## src/rmts_pkg.sv

```systemverilog
package rmts_pkg;

    // ---------------------------------------------------------------
    // Clock and timing figures.
    // ---------------------------------------------------------------
    localparam int unsigned CLK_HZ          = 10_000_000;  // Sample clock rate in hertz.
    localparam int unsigned CLK_PERIOD_NS   = 100;         // Sample clock period in nanoseconds.
    localparam int unsigned MIN_TIME_NS     = 200;         // Least delay and re-trigger time in ns.
    localparam int unsigned MAX_TIME_S      = 20;          // Longest delay and re-trigger time in s.
    // Least time in cycles, rounded up.
    localparam int unsigned MIN_TIME_CYC    = (MIN_TIME_NS + CLK_PERIOD_NS - 1) / CLK_PERIOD_NS;
    // Longest time in cycles, rounded down.
    localparam int unsigned MAX_TIME_CYC    = MAX_TIME_S * CLK_HZ;
    localparam int unsigned TIME_W          = 28;          // Width of a tick count.
    localparam int unsigned EXT_LAT_CYC     = 2;           // Fixed latency of the pin synchroniser.

    // ---------------------------------------------------------------
    // Burst count limits and reset values.
    // ---------------------------------------------------------------
    localparam int unsigned BURST_W         = 20;          // Width of the burst count.
    localparam logic [BURST_W-1:0] BURST_MIN = 20'h00001;  // Least and reset burst count.
    localparam logic [BURST_W-1:0] BURST_MAX = 20'hf4240;  // Largest burst count, one million.

    // ---------------------------------------------------------------
    // Register map of the command port.
    // ---------------------------------------------------------------
    localparam int unsigned ADDR_W          = 4;
    localparam logic [ADDR_W-1:0] REG_CTRL  = 4'h0;        // Mode enables and selections.
    localparam logic [ADDR_W-1:0] REG_BURST = 4'h1;        // Burst cycle count.
    localparam logic [ADDR_W-1:0] REG_DELAY = 4'h2;        // Trigger delay in ticks.
    localparam logic [ADDR_W-1:0] REG_RETRG = 4'h3;        // Re-trigger time in ticks.
    localparam logic [ADDR_W-1:0] REG_CMD   = 4'h4;        // Write-only software trigger.
    localparam logic [ADDR_W-1:0] REG_STAT  = 4'h5;        // Sequencer status.

    // Control register bit positions.
    localparam int unsigned CB_CONT   = 0;                 // Continuous operation.
    localparam int unsigned CB_BURST  = 1;                 // Counted burst enable.
    localparam int unsigned CB_DELAY  = 2;                 // Delayed trigger enable.
    localparam int unsigned CB_GATE   = 3;                 // Gated mode enable.
    localparam int unsigned CB_SLOPE  = 4;                 // One selects the falling edge.
    localparam int unsigned CB_SRC_LO = 5;                 // Source select, two bits.
    localparam int unsigned CB_RETRG  = 7;                 // Re-trigger enable.
    localparam int unsigned CB_MOD    = 8;                 // Modulated waveform selected.
    localparam int unsigned CTRL_W    = 9;
    localparam logic [CTRL_W-1:0] CTRL_RST = 9'h001;       // Continuous on, all else off.

    // Trigger source codes.
    typedef enum logic [1:0] {
        RMTS_SRC_EXT = 2'h0,
        RMTS_SRC_BUS = 2'h1,
        RMTS_SRC_MIX = 2'h2
    } rmts_src_t;

endpackage : rmts_pkg

```

## src/rmts_sequencer.sv

```systemverilog
// Local design decisions: the register addresses and the plain strobed port.
`timescale 1ns/1ps

// Summary of operation
// - Continuous default; interrupted modes then disabled
// - Settings apply only when continuous off
// - Triggered, gated, burst chosen by enables
// - Burst enable makes trigger emit count
// - Burst count 1 to 1M, reset 1
// - Delay enable inserts programmed trigger delay
// - Delay 200ns to 20s, default 200ns
// - External trigger latency fixed, adds delay
// - Modulated output idles on carrier
// - Sources: external pin, manual button, software
// - EXT, BUS, MIX source acceptance rules
// - Slope select; gate toggles per edge
// - Re-trigger waits programmed gap between cycles
// - Gated mode runs only while open
module rmts_sequencer
    import rmts_pkg::*;
(
    input  wire logic              i_core_clk,     // Sample clock, 10 MHz.
    input  wire logic              i_arst_n,       // Asynchronous reset, active low.
    input  wire logic [ADDR_W-1:0] i_addr,         // Register address.
    input  wire logic [31:0]       i_wdata,        // Register write data.
    input  wire logic              i_wr,           // Write strobe.
    input  wire logic              i_rd,           // Read strobe.
    output logic      [31:0]       o_rdata,        // Read data, one cycle after i_rd.
    input  wire logic              i_trig_pin,     // External trigger input, asynchronous.
    input  wire logic              i_man_btn,      // Manual trigger button, debounced level.
    input  wire logic              i_cycle_end,    // Pulse: synthesis finished one waveform cycle.
    output logic                   o_run,          // Output runs waveform cycles while high.
    output logic                   o_carrier_idle  // Modulated output idles on the carrier.
);

    // ---------------------------------------------------------------
    // Configuration registers.
    // ---------------------------------------------------------------
    logic [CTRL_W-1:0]  ctrl_r;       // Mode enables and selections.
    logic [BURST_W-1:0] burst_r;      // Burst cycle count.
    logic [TIME_W-1:0]  delay_r;      // Trigger delay in ticks.
    logic [TIME_W-1:0]  retrg_r;      // Re-trigger time in ticks.
    logic               sw_trig;      // One-cycle software trigger command.

    // Clamp a tick count into the documented time range.
    function automatic logic [TIME_W-1:0] clamp_time(input logic [31:0] v);
        if (v < MIN_TIME_CYC) begin
            clamp_time = TIME_W'(MIN_TIME_CYC);
        end else if (v > MAX_TIME_CYC) begin
            clamp_time = TIME_W'(MAX_TIME_CYC);
        end else begin
            clamp_time = v[TIME_W-1:0];
        end
    endfunction : clamp_time

    // Writes store settings at any time; they steer the sequencer only once continuous is off.
    always_ff @(posedge i_core_clk or negedge i_arst_n) begin
        if (!i_arst_n) begin
            ctrl_r  <= CTRL_RST;
            burst_r <= BURST_MIN;
            delay_r <= TIME_W'(MIN_TIME_CYC);
            retrg_r <= TIME_W'(MIN_TIME_CYC);
        end else if (i_wr) begin
            case (i_addr)
                REG_CTRL: begin
                    ctrl_r <= i_wdata[CTRL_W-1:0];
                end
                REG_BURST: begin
                    // Out of range counts are clamped to 1 .. 1M.
                    if (i_wdata[BURST_W-1:0] < BURST_MIN || i_wdata[31:BURST_W] != '0) begin
                        burst_r <= (i_wdata[31:BURST_W] != '0) ? BURST_MAX : BURST_MIN;
                    end else if (i_wdata[BURST_W-1:0] > BURST_MAX) begin
                        burst_r <= BURST_MAX;
                    end else begin
                        burst_r <= i_wdata[BURST_W-1:0];
                    end
                end
                REG_DELAY: begin
                    delay_r <= clamp_time(i_wdata);
                end
                REG_RETRG: begin
                    retrg_r <= clamp_time(i_wdata);
                end
                default: begin
                end
            endcase
        end
    end

    // Software trigger is a side effect of a write to the command address.
    assign sw_trig = i_wr && (i_addr == REG_CMD);

    // Decoded controls.
    logic      cont;                    // Continuous operation.
    logic      burst_en;                // Counted burst enable.
    logic      delay_en;                // Delayed trigger enable.
    logic      gate_en;                 // Gated mode enable.
    logic      slope_fall;              // Falling edge sensitive.
    logic      retrg_en;                // Re-trigger enable.
    rmts_src_t src;                     // Trigger source.
    assign cont       = ctrl_r[CB_CONT];
    assign burst_en   = ctrl_r[CB_BURST];
    assign delay_en   = ctrl_r[CB_DELAY];
    assign gate_en    = ctrl_r[CB_GATE];
    assign slope_fall = ctrl_r[CB_SLOPE];
    assign retrg_en   = ctrl_r[CB_RETRG];
    assign src        = rmts_src_t'(ctrl_r[CB_SRC_LO +: 2]);

    // ---------------------------------------------------------------
    // Trigger input conditioning.
    // ---------------------------------------------------------------
    logic [1:0] pin_sync_r;             // Two-stage synchroniser for the trigger pin.
    logic [1:0] btn_sync_r;             // Two-stage synchroniser for the button.
    logic       pin_d_r;                // Previous synchronised pin level.
    logic       btn_d_r;                // Previous synchronised button level.

    // The synchroniser depth is constant, so external latency is fixed.
    // Outside the synchroniser itself, only its second stage is read by any logic.
    always_ff @(posedge i_core_clk or negedge i_arst_n) begin
        if (!i_arst_n) begin
            pin_sync_r <= 2'h0;
            btn_sync_r <= 2'h0;
            pin_d_r    <= 1'b0;
            btn_d_r    <= 1'b0;
        end else begin
            pin_sync_r <= {pin_sync_r[0], i_trig_pin};
            btn_sync_r <= {btn_sync_r[0], i_man_btn};
            pin_d_r    <= pin_sync_r[1];
            btn_d_r    <= btn_sync_r[1];
        end
    end

    logic pin_edge;                     // Selected-direction edge on the trigger pin.
    logic btn_edge;                     // Button press.
    logic hw_trig;                      // Any hardware trigger.
    assign pin_edge = slope_fall ? (pin_d_r && !pin_sync_r[1]) : (!pin_d_r && pin_sync_r[1]);
    assign btn_edge = btn_sync_r[1] && !btn_d_r;
    assign hw_trig  = pin_edge || btn_edge;

    // ---------------------------------------------------------------
    // Trigger source acceptance.
    // ---------------------------------------------------------------

    // Mixed mode: hardware triggers stay locked out until a software trigger arrives.
    logic mix_armed_r;                  // Software trigger seen in mixed mode.
    always_ff @(posedge i_core_clk or negedge i_arst_n) begin
        if (!i_arst_n) begin
            mix_armed_r <= 1'b0;
        end else if (cont || src != RMTS_SRC_MIX) begin
            mix_armed_r <= 1'b0;
        end else if (sw_trig) begin
            mix_armed_r <= 1'b1;
        end
    end

    // Accepted trigger according to the source selection.
    logic trig_acc;
    always_comb begin
        trig_acc = 1'b0;
        case (src)
            RMTS_SRC_EXT: trig_acc = hw_trig;
            RMTS_SRC_BUS: trig_acc = sw_trig;
            RMTS_SRC_MIX: trig_acc = mix_armed_r ? hw_trig : sw_trig;
            default:      trig_acc = 1'b0;
        endcase
        if (cont) begin
            trig_acc = 1'b0;
        end
    end

    // ---------------------------------------------------------------
    // Sequencer state machine.
    // ---------------------------------------------------------------
    typedef enum logic [2:0] {
        RMTS_IDLE,
        RMTS_DELAY,
        RMTS_RUN,
        RMTS_GAP,
        RMTS_GATE
    } rmts_state_t;

    rmts_state_t        state_r;        // Current state.
    logic [TIME_W-1:0]  tick_r;         // Delay and re-trigger down-counter.
    logic [BURST_W-1:0] left_r;         // Cycles still to emit.

    // Interrupted operation: triggered, gated or burst behaviour.
    always_ff @(posedge i_core_clk or negedge i_arst_n) begin
        if (!i_arst_n) begin
            state_r <= RMTS_IDLE;
            tick_r  <= '0;
            left_r  <= '0;
        end else if (cont) begin
            state_r <= RMTS_IDLE;
            tick_r  <= '0;
            left_r  <= '0;
        end else begin
            case (state_r)
                RMTS_IDLE: begin
                    if (trig_acc) begin
                        left_r <= burst_en ? burst_r : BURST_MIN;
                        if (gate_en) begin
                            state_r <= RMTS_GATE;
                        end else if (delay_en) begin
                            tick_r  <= delay_r - TIME_W'(1);
                            state_r <= RMTS_DELAY;
                        end else begin
                            state_r <= RMTS_RUN;
                        end
                    end
                end
                RMTS_DELAY: begin
                    // Counter expiry starts the first waveform cycle.
                    if (tick_r == '0) begin
                        state_r <= RMTS_RUN;
                    end else begin
                        tick_r <= tick_r - TIME_W'(1);
                    end
                end
                RMTS_RUN: begin
                    // A cycle end finishes the burst, opens a gap or simply counts down.
                    if (i_cycle_end) begin
                        if (left_r <= BURST_MIN) begin
                            state_r <= RMTS_IDLE;
                        end else begin
                            left_r <= left_r - BURST_MIN;
                            if (retrg_en) begin
                                tick_r  <= retrg_r - TIME_W'(1);
                                state_r <= RMTS_GAP;
                            end
                        end
                    end
                end
                RMTS_GAP: begin
                    // Output stays low while the re-trigger counter runs out.
                    if (tick_r == '0) begin
                        state_r <= RMTS_RUN;
                    end else begin
                        tick_r <= tick_r - TIME_W'(1);
                    end
                end
                RMTS_GATE: begin
                    if (trig_acc || !gate_en) begin
                        state_r <= RMTS_IDLE;
                    end
                end
                default: begin
                    state_r <= RMTS_IDLE;
                end
            endcase
        end
    end

    // ---------------------------------------------------------------
    // Outputs.
    // ---------------------------------------------------------------
    // Output drops on the edge that leaves RUN, whether the burst is done or a
    // re-trigger gap begins, so the gap keeps the output low for retrg_r + 1 cycles.
    logic run_nxt;                      // Next output-run level.
    assign run_nxt = cont
                   || ((state_r == RMTS_RUN || state_r == RMTS_GATE)
                       && !(state_r == RMTS_RUN && i_cycle_end
                            && (left_r <= BURST_MIN || retrg_en))
                       && !(state_r == RMTS_GATE && trig_acc));

    // Output run level is registered; in modulated mode the idle phase is carrier-only.
    always_ff @(posedge i_core_clk or negedge i_arst_n) begin
        if (!i_arst_n) begin
            o_run          <= 1'b0;
            o_carrier_idle <= 1'b0;
        end else begin
            o_run          <= run_nxt;
            o_carrier_idle <= ctrl_r[CB_MOD] && !run_nxt;
        end
    end

    // ---------------------------------------------------------------
    // Register read-back.
    // ---------------------------------------------------------------

    // Read data stands only in the cycle after the read strobe.
    always_ff @(posedge i_core_clk or negedge i_arst_n) begin
        if (!i_arst_n) begin
            o_rdata <= '0;
        end else if (i_rd) begin
            case (i_addr)
                REG_CTRL:  o_rdata <= 32'(ctrl_r);
                REG_BURST: o_rdata <= 32'(burst_r);
                REG_DELAY: o_rdata <= 32'(delay_r);
                REG_RETRG: o_rdata <= 32'(retrg_r);
                REG_STAT:  o_rdata <= {8'h00, 3'(state_r), mix_armed_r, left_r};
                default:   o_rdata <= '0;
            endcase
        end else begin
            o_rdata <= '0;
        end
    end
endmodule : rmts_sequencer
```

## config.mk

```make
export PLATFORM = sky130hd
export DESIGN_NAME = rmts_sequencer
export DESIGN_NICKNAME = d
export VERILOG_FILES = /design/src/rmts_pkg.sv /design/src/rmts_sequencer.sv
export SDC_FILE = /design/constraint.sdc
export NUM_CORES = 1
export LEC_CHECK = 0
export BUFFER_PORTS_ARGS = -buffer_cell sky130_fd_sc_hd__buf_2
export CORE_MARGIN = 3
export CORE_UTILIZATION = 56
export CTS_BUF_LIST = sky130_fd_sc_hd__clkbuf_4 sky130_fd_sc_hd__clkbuf_8
export DETAILED_ROUTE_END_ITERATION = 8
export PLACE_DENSITY = 0.79
export SLEW_MARGIN = 20
export SYNTH_ARGS = -nofsm -noshare
export SYNTH_HDL_FRONTEND = slang
export SYNTH_SLANG_ARGS = --single-unit
```

## constraint.sdc

```tcl
create_clock -name i_core_clk -period 2.8 [get_ports i_core_clk]
set_clock_uncertainty 0.1 [all_clocks]
set_input_delay 0.14 -clock i_core_clk [delete_from_list [all_inputs] [get_ports i_core_clk]]
set_output_delay 0.14 -clock i_core_clk [all_outputs]
set_load 0.01 [all_outputs]
```

==> reports/metrics.yaml <==
power:
  p_leak_nw: 5.08
  power_density_nw_per_um2: 947
  vdd_drop_max_mv: 0.606
worst_setup_path:
  cp_max_fo: 7
  path_class: "flop to flop"
  cp-end-kind: "flop"
  crit_required_ps: 3050
  worstSetupStartpointType: "flop"
  arrival_ps: 3170
  reg2reg_from: "state_r[0]$_DFFE_PN0P_"
  cp-startpoint: "state_r[0]$_DFFE_PN0P_"
clock_network:
  clk_pin_slew_ps: 90
  cts_made_buffers: 17
  h-tree-depth: 4
  cts_tree: "built"
  cts_max_path_buffers: 2
  clock-sinks: 173
  worstSkewPairLatency_ps: 470
  root_buffer: "clkbuf_8"
routing:
  wl_per_cell_um: 21.4
  viasPerCell: 6.58
  antenna_left: 0
  drc: 1
  routed_wl_um: 28900
  firstDrtPassIters: 9
  num_vias: 8898
  drt_iter0_drc: 1483
die:
  dieArea_um2: 17200
  rows: 45
  die_width_um: 131
  core_um2: 15300
  io_pins: 77
  start_util_pct: 57.4
  die_y_um: 131
timing:
  min_period_ps: 2920
  rsz0062_at_grt: "true"
  drv_slew: 0
  tightestPinTransition_ps: 714
  post-route-period-util_pct: 104
  slew_headroom_pct: 52.4
  setup_ws_ps: -120
  fmax_mhz: 342
  setup_viol: 3
  hold_violations: 0
  timing.hold.ws_ps: 22.5
logic_synthesis:
  ys_types: 69
  synth_area_leaders: "dfrtp_1 48%, nand2_1 6.3%, o21ai_0 5.5%"
  yosys-top-cells-count: "169 x dfrtp_1, 147 x nand2_1, 97 x o21ai_0"
  yosysTopAreaCell: "dfrtp_1"
  ys.warnings.count: 0
  synth_edf_count: 0
  synth_ff_type: "dfrtp_1"
  synthCells: 935
  yosysMostFrequentCell: "dfrtp_1"
  synth.top_cell.area_share_pct: 48.3
  async_flop_share_pct: 100
  yosysSeqAreaShare_pct: 49.5
  syn_area_um2: 8760
  ys_ff_latch: 173
  synth_area_per_cell_um2: 9.37
run_status:
  status: "finished with violations"
  violations: "DRC, setup timing"
final_layout:
  drive_gt1_share_pct: 25.6
  final_nets: 1173
  postLayoutCoreUtil_pct: 74.1
  area.growth.synth_to_final_pct: 29.1
  n_antenna_cell: 0
placement:
  gp_congestion: 0.956
  io_buffers: 72
  place_hpwl_um: 18900
global_routing:
  grt_pass1_vias: 8324
  antenna_found_initial: 0
  overflow: 0
  grt_max_degree: 63
  grt_pass1_wl_um: 44800
  track_usage_pct: 34.0
hold_path:
  holdCritStartpoint: "i_wdata[30]"
  hp-class: "input port to flop"
flow_run:
  cap_violations: 0
-- timing repair --
item	CTS	global route
endpoints found under the hold margin	134	0
gates cloned	1	0
setup endpoints to repair	15	76
hold buffers	32	0
resized for setup	9	44
setup buffers	38	15
pin swaps	16	18
-- cells by family (layout without fill, tap and decap cells) --
group / Yosys count / count (layout) / synth area share (%)
other: 1 / 4 / 0.0428
multiplexers: 11 / 11 / 1.39
XOR/XNOR: 19 / 19 / 1.90
adder cells (fa/ha/maj): 2 / 2 / 0.286
buffers and inverters: 80 / 283 / 3.64
AO/OA/AOI/OAI: 313 / 313 / 24.0
flip-flops: 173 / 173 / 49.5
AND/OR/NAND/NOR: 336 / 336 / 19.2
-- worst paths after layout --
path                            depth (start not counted)  slack [ps]                      end
worst max-delay path                                    9        -120   tick_r[25]$_DFFE_PN0P_
worst min-delay path                                    4          20   burst_r[0]$_DFFE_PN1P_
worst max register to register                          9        -120   tick_r[25]$_DFFE_PN0P_
worst min register to register                          0         250  btn_sync_r[1]$_DFF_PN0_
max in group asynchronous                               3        1680   delay_r[1]$_DFFE_PN1P_
min in group asynchronous                               2          90    left_r[1]$_DFFE_PN0P_
-- sequential cells by signal (all words and copies together), names as in the netlist --
signal,count
btn_d_r,1
delay_r,28
pin_d_r,1
o_carrier_idle,1
tick_r,28
o_rdata,28
mix_armed_r,1
retrg_r,28
state_r,3
o_run,1
left_r,20
pin_sync_r,2
burst_r,20
btn_sync_r,2
ctrl_r,9
-- area by class of cell --
type                       instances  area [µm²]
clock buffer                      22         290
timing repair buffer             237        1840
clock inverter                    10         186
sequential                       173        4340
fill                            1055        3950
tap                              211         264
inverter                          14        52.6
multi-input combinational        685        4340
-- layer usage --
layer  track usage, %  share of wire, %  vias up  wire length [µm]
met5                0                 0        -                 0
met4             14.0               4.8        0              1390
met3             7.62                11      123              3150
met2             53.1                46      653             13300
met1             46.1                38     4271             11100
li1                 -                 -     3851                 -
-- worst max-delay path, stage by stage, from the launching register on --
cell and delay [ps]:
dfrtp_2 490, o21bai_4 140, buf_6 160, a222oi_1 430
buf_4 200, nand4_4 100, and4bb_2 360, nand3_4 90
or4_1 520, a32o_1 230
-- power by group --
part / internal [mW] / total (mW) / switching, mW
combinational: 2.44 / 5.09 / 2.66
clock: 1.16 / 2.06 / 0.905
sequential: 2.98 / 3.55 / 0.570
-- cells in the final DEF, fill, tap and decap left out, types with 4 or more instances in the layout --
cell type | Yosys | final
a222oi_1 | 41 | 41
and2_1 | 6 | 6
nor2_1 | 48 | 47
o22a_1 | 15 | 15
conb_1 | 1 | 4
nor4_1 | 18 | 15
nand4_1 | 6 | 6
dfstp_2 | 4 | 4
a22o_1 | 16 | 16
clkbuf_8 | 0 | 20
buf_6 | 0 | 9
nor3_1 | 11 | 9
a21o_1 | 4 | 4
mux2_2 | 9 | 9
o31ai_1 | 10 | 10
nand3b_1 | 4 | 4
or3_1 | 8 | 6
o21ai_1 | 1 | 12
xor2_1 | 11 | 10
nand2b_1 | 6 | 6
o21ai_0 | 97 | 83
a22oi_1 | 19 | 19
dfrtp_1 | 169 | 168
bufinv_16 | 0 | 5
buf_12 | 0 | 8
a31oi_1 | 15 | 15
nor3b_1 | 9 | 9
buf_4 | 4 | 116
nand3_1 | 13 | 12
nor2b_1 | 34 | 31
xnor2_1 | 8 | 7
a221o_1 | 4 | 4
dlygate4sd3_1 | 0 | 32
nand2_1 | 147 | 146
a21oi_1 | 64 | 63
inv_1 | 14 | 12
buf_2 | 3 | 71
-- stage by stage --
stage	setup TNS, ps	instances	cell area [µm²]	setup WS (ps)	power (mW)
after detailed placement	-422	1235	9870	-129	7.65
after global routing	-1380	1352	11300	-204	11.3
after global placement	-52.1	1235	9870	-38.0	7.56
after floorplan	-233	938	8790	-233	5.99
after CTS	-20.8	1338	11000	-20.8	10.1
final	-254	1352	11300	-120	10.7
No activity file was read; power rests on OpenSTA's default activity.
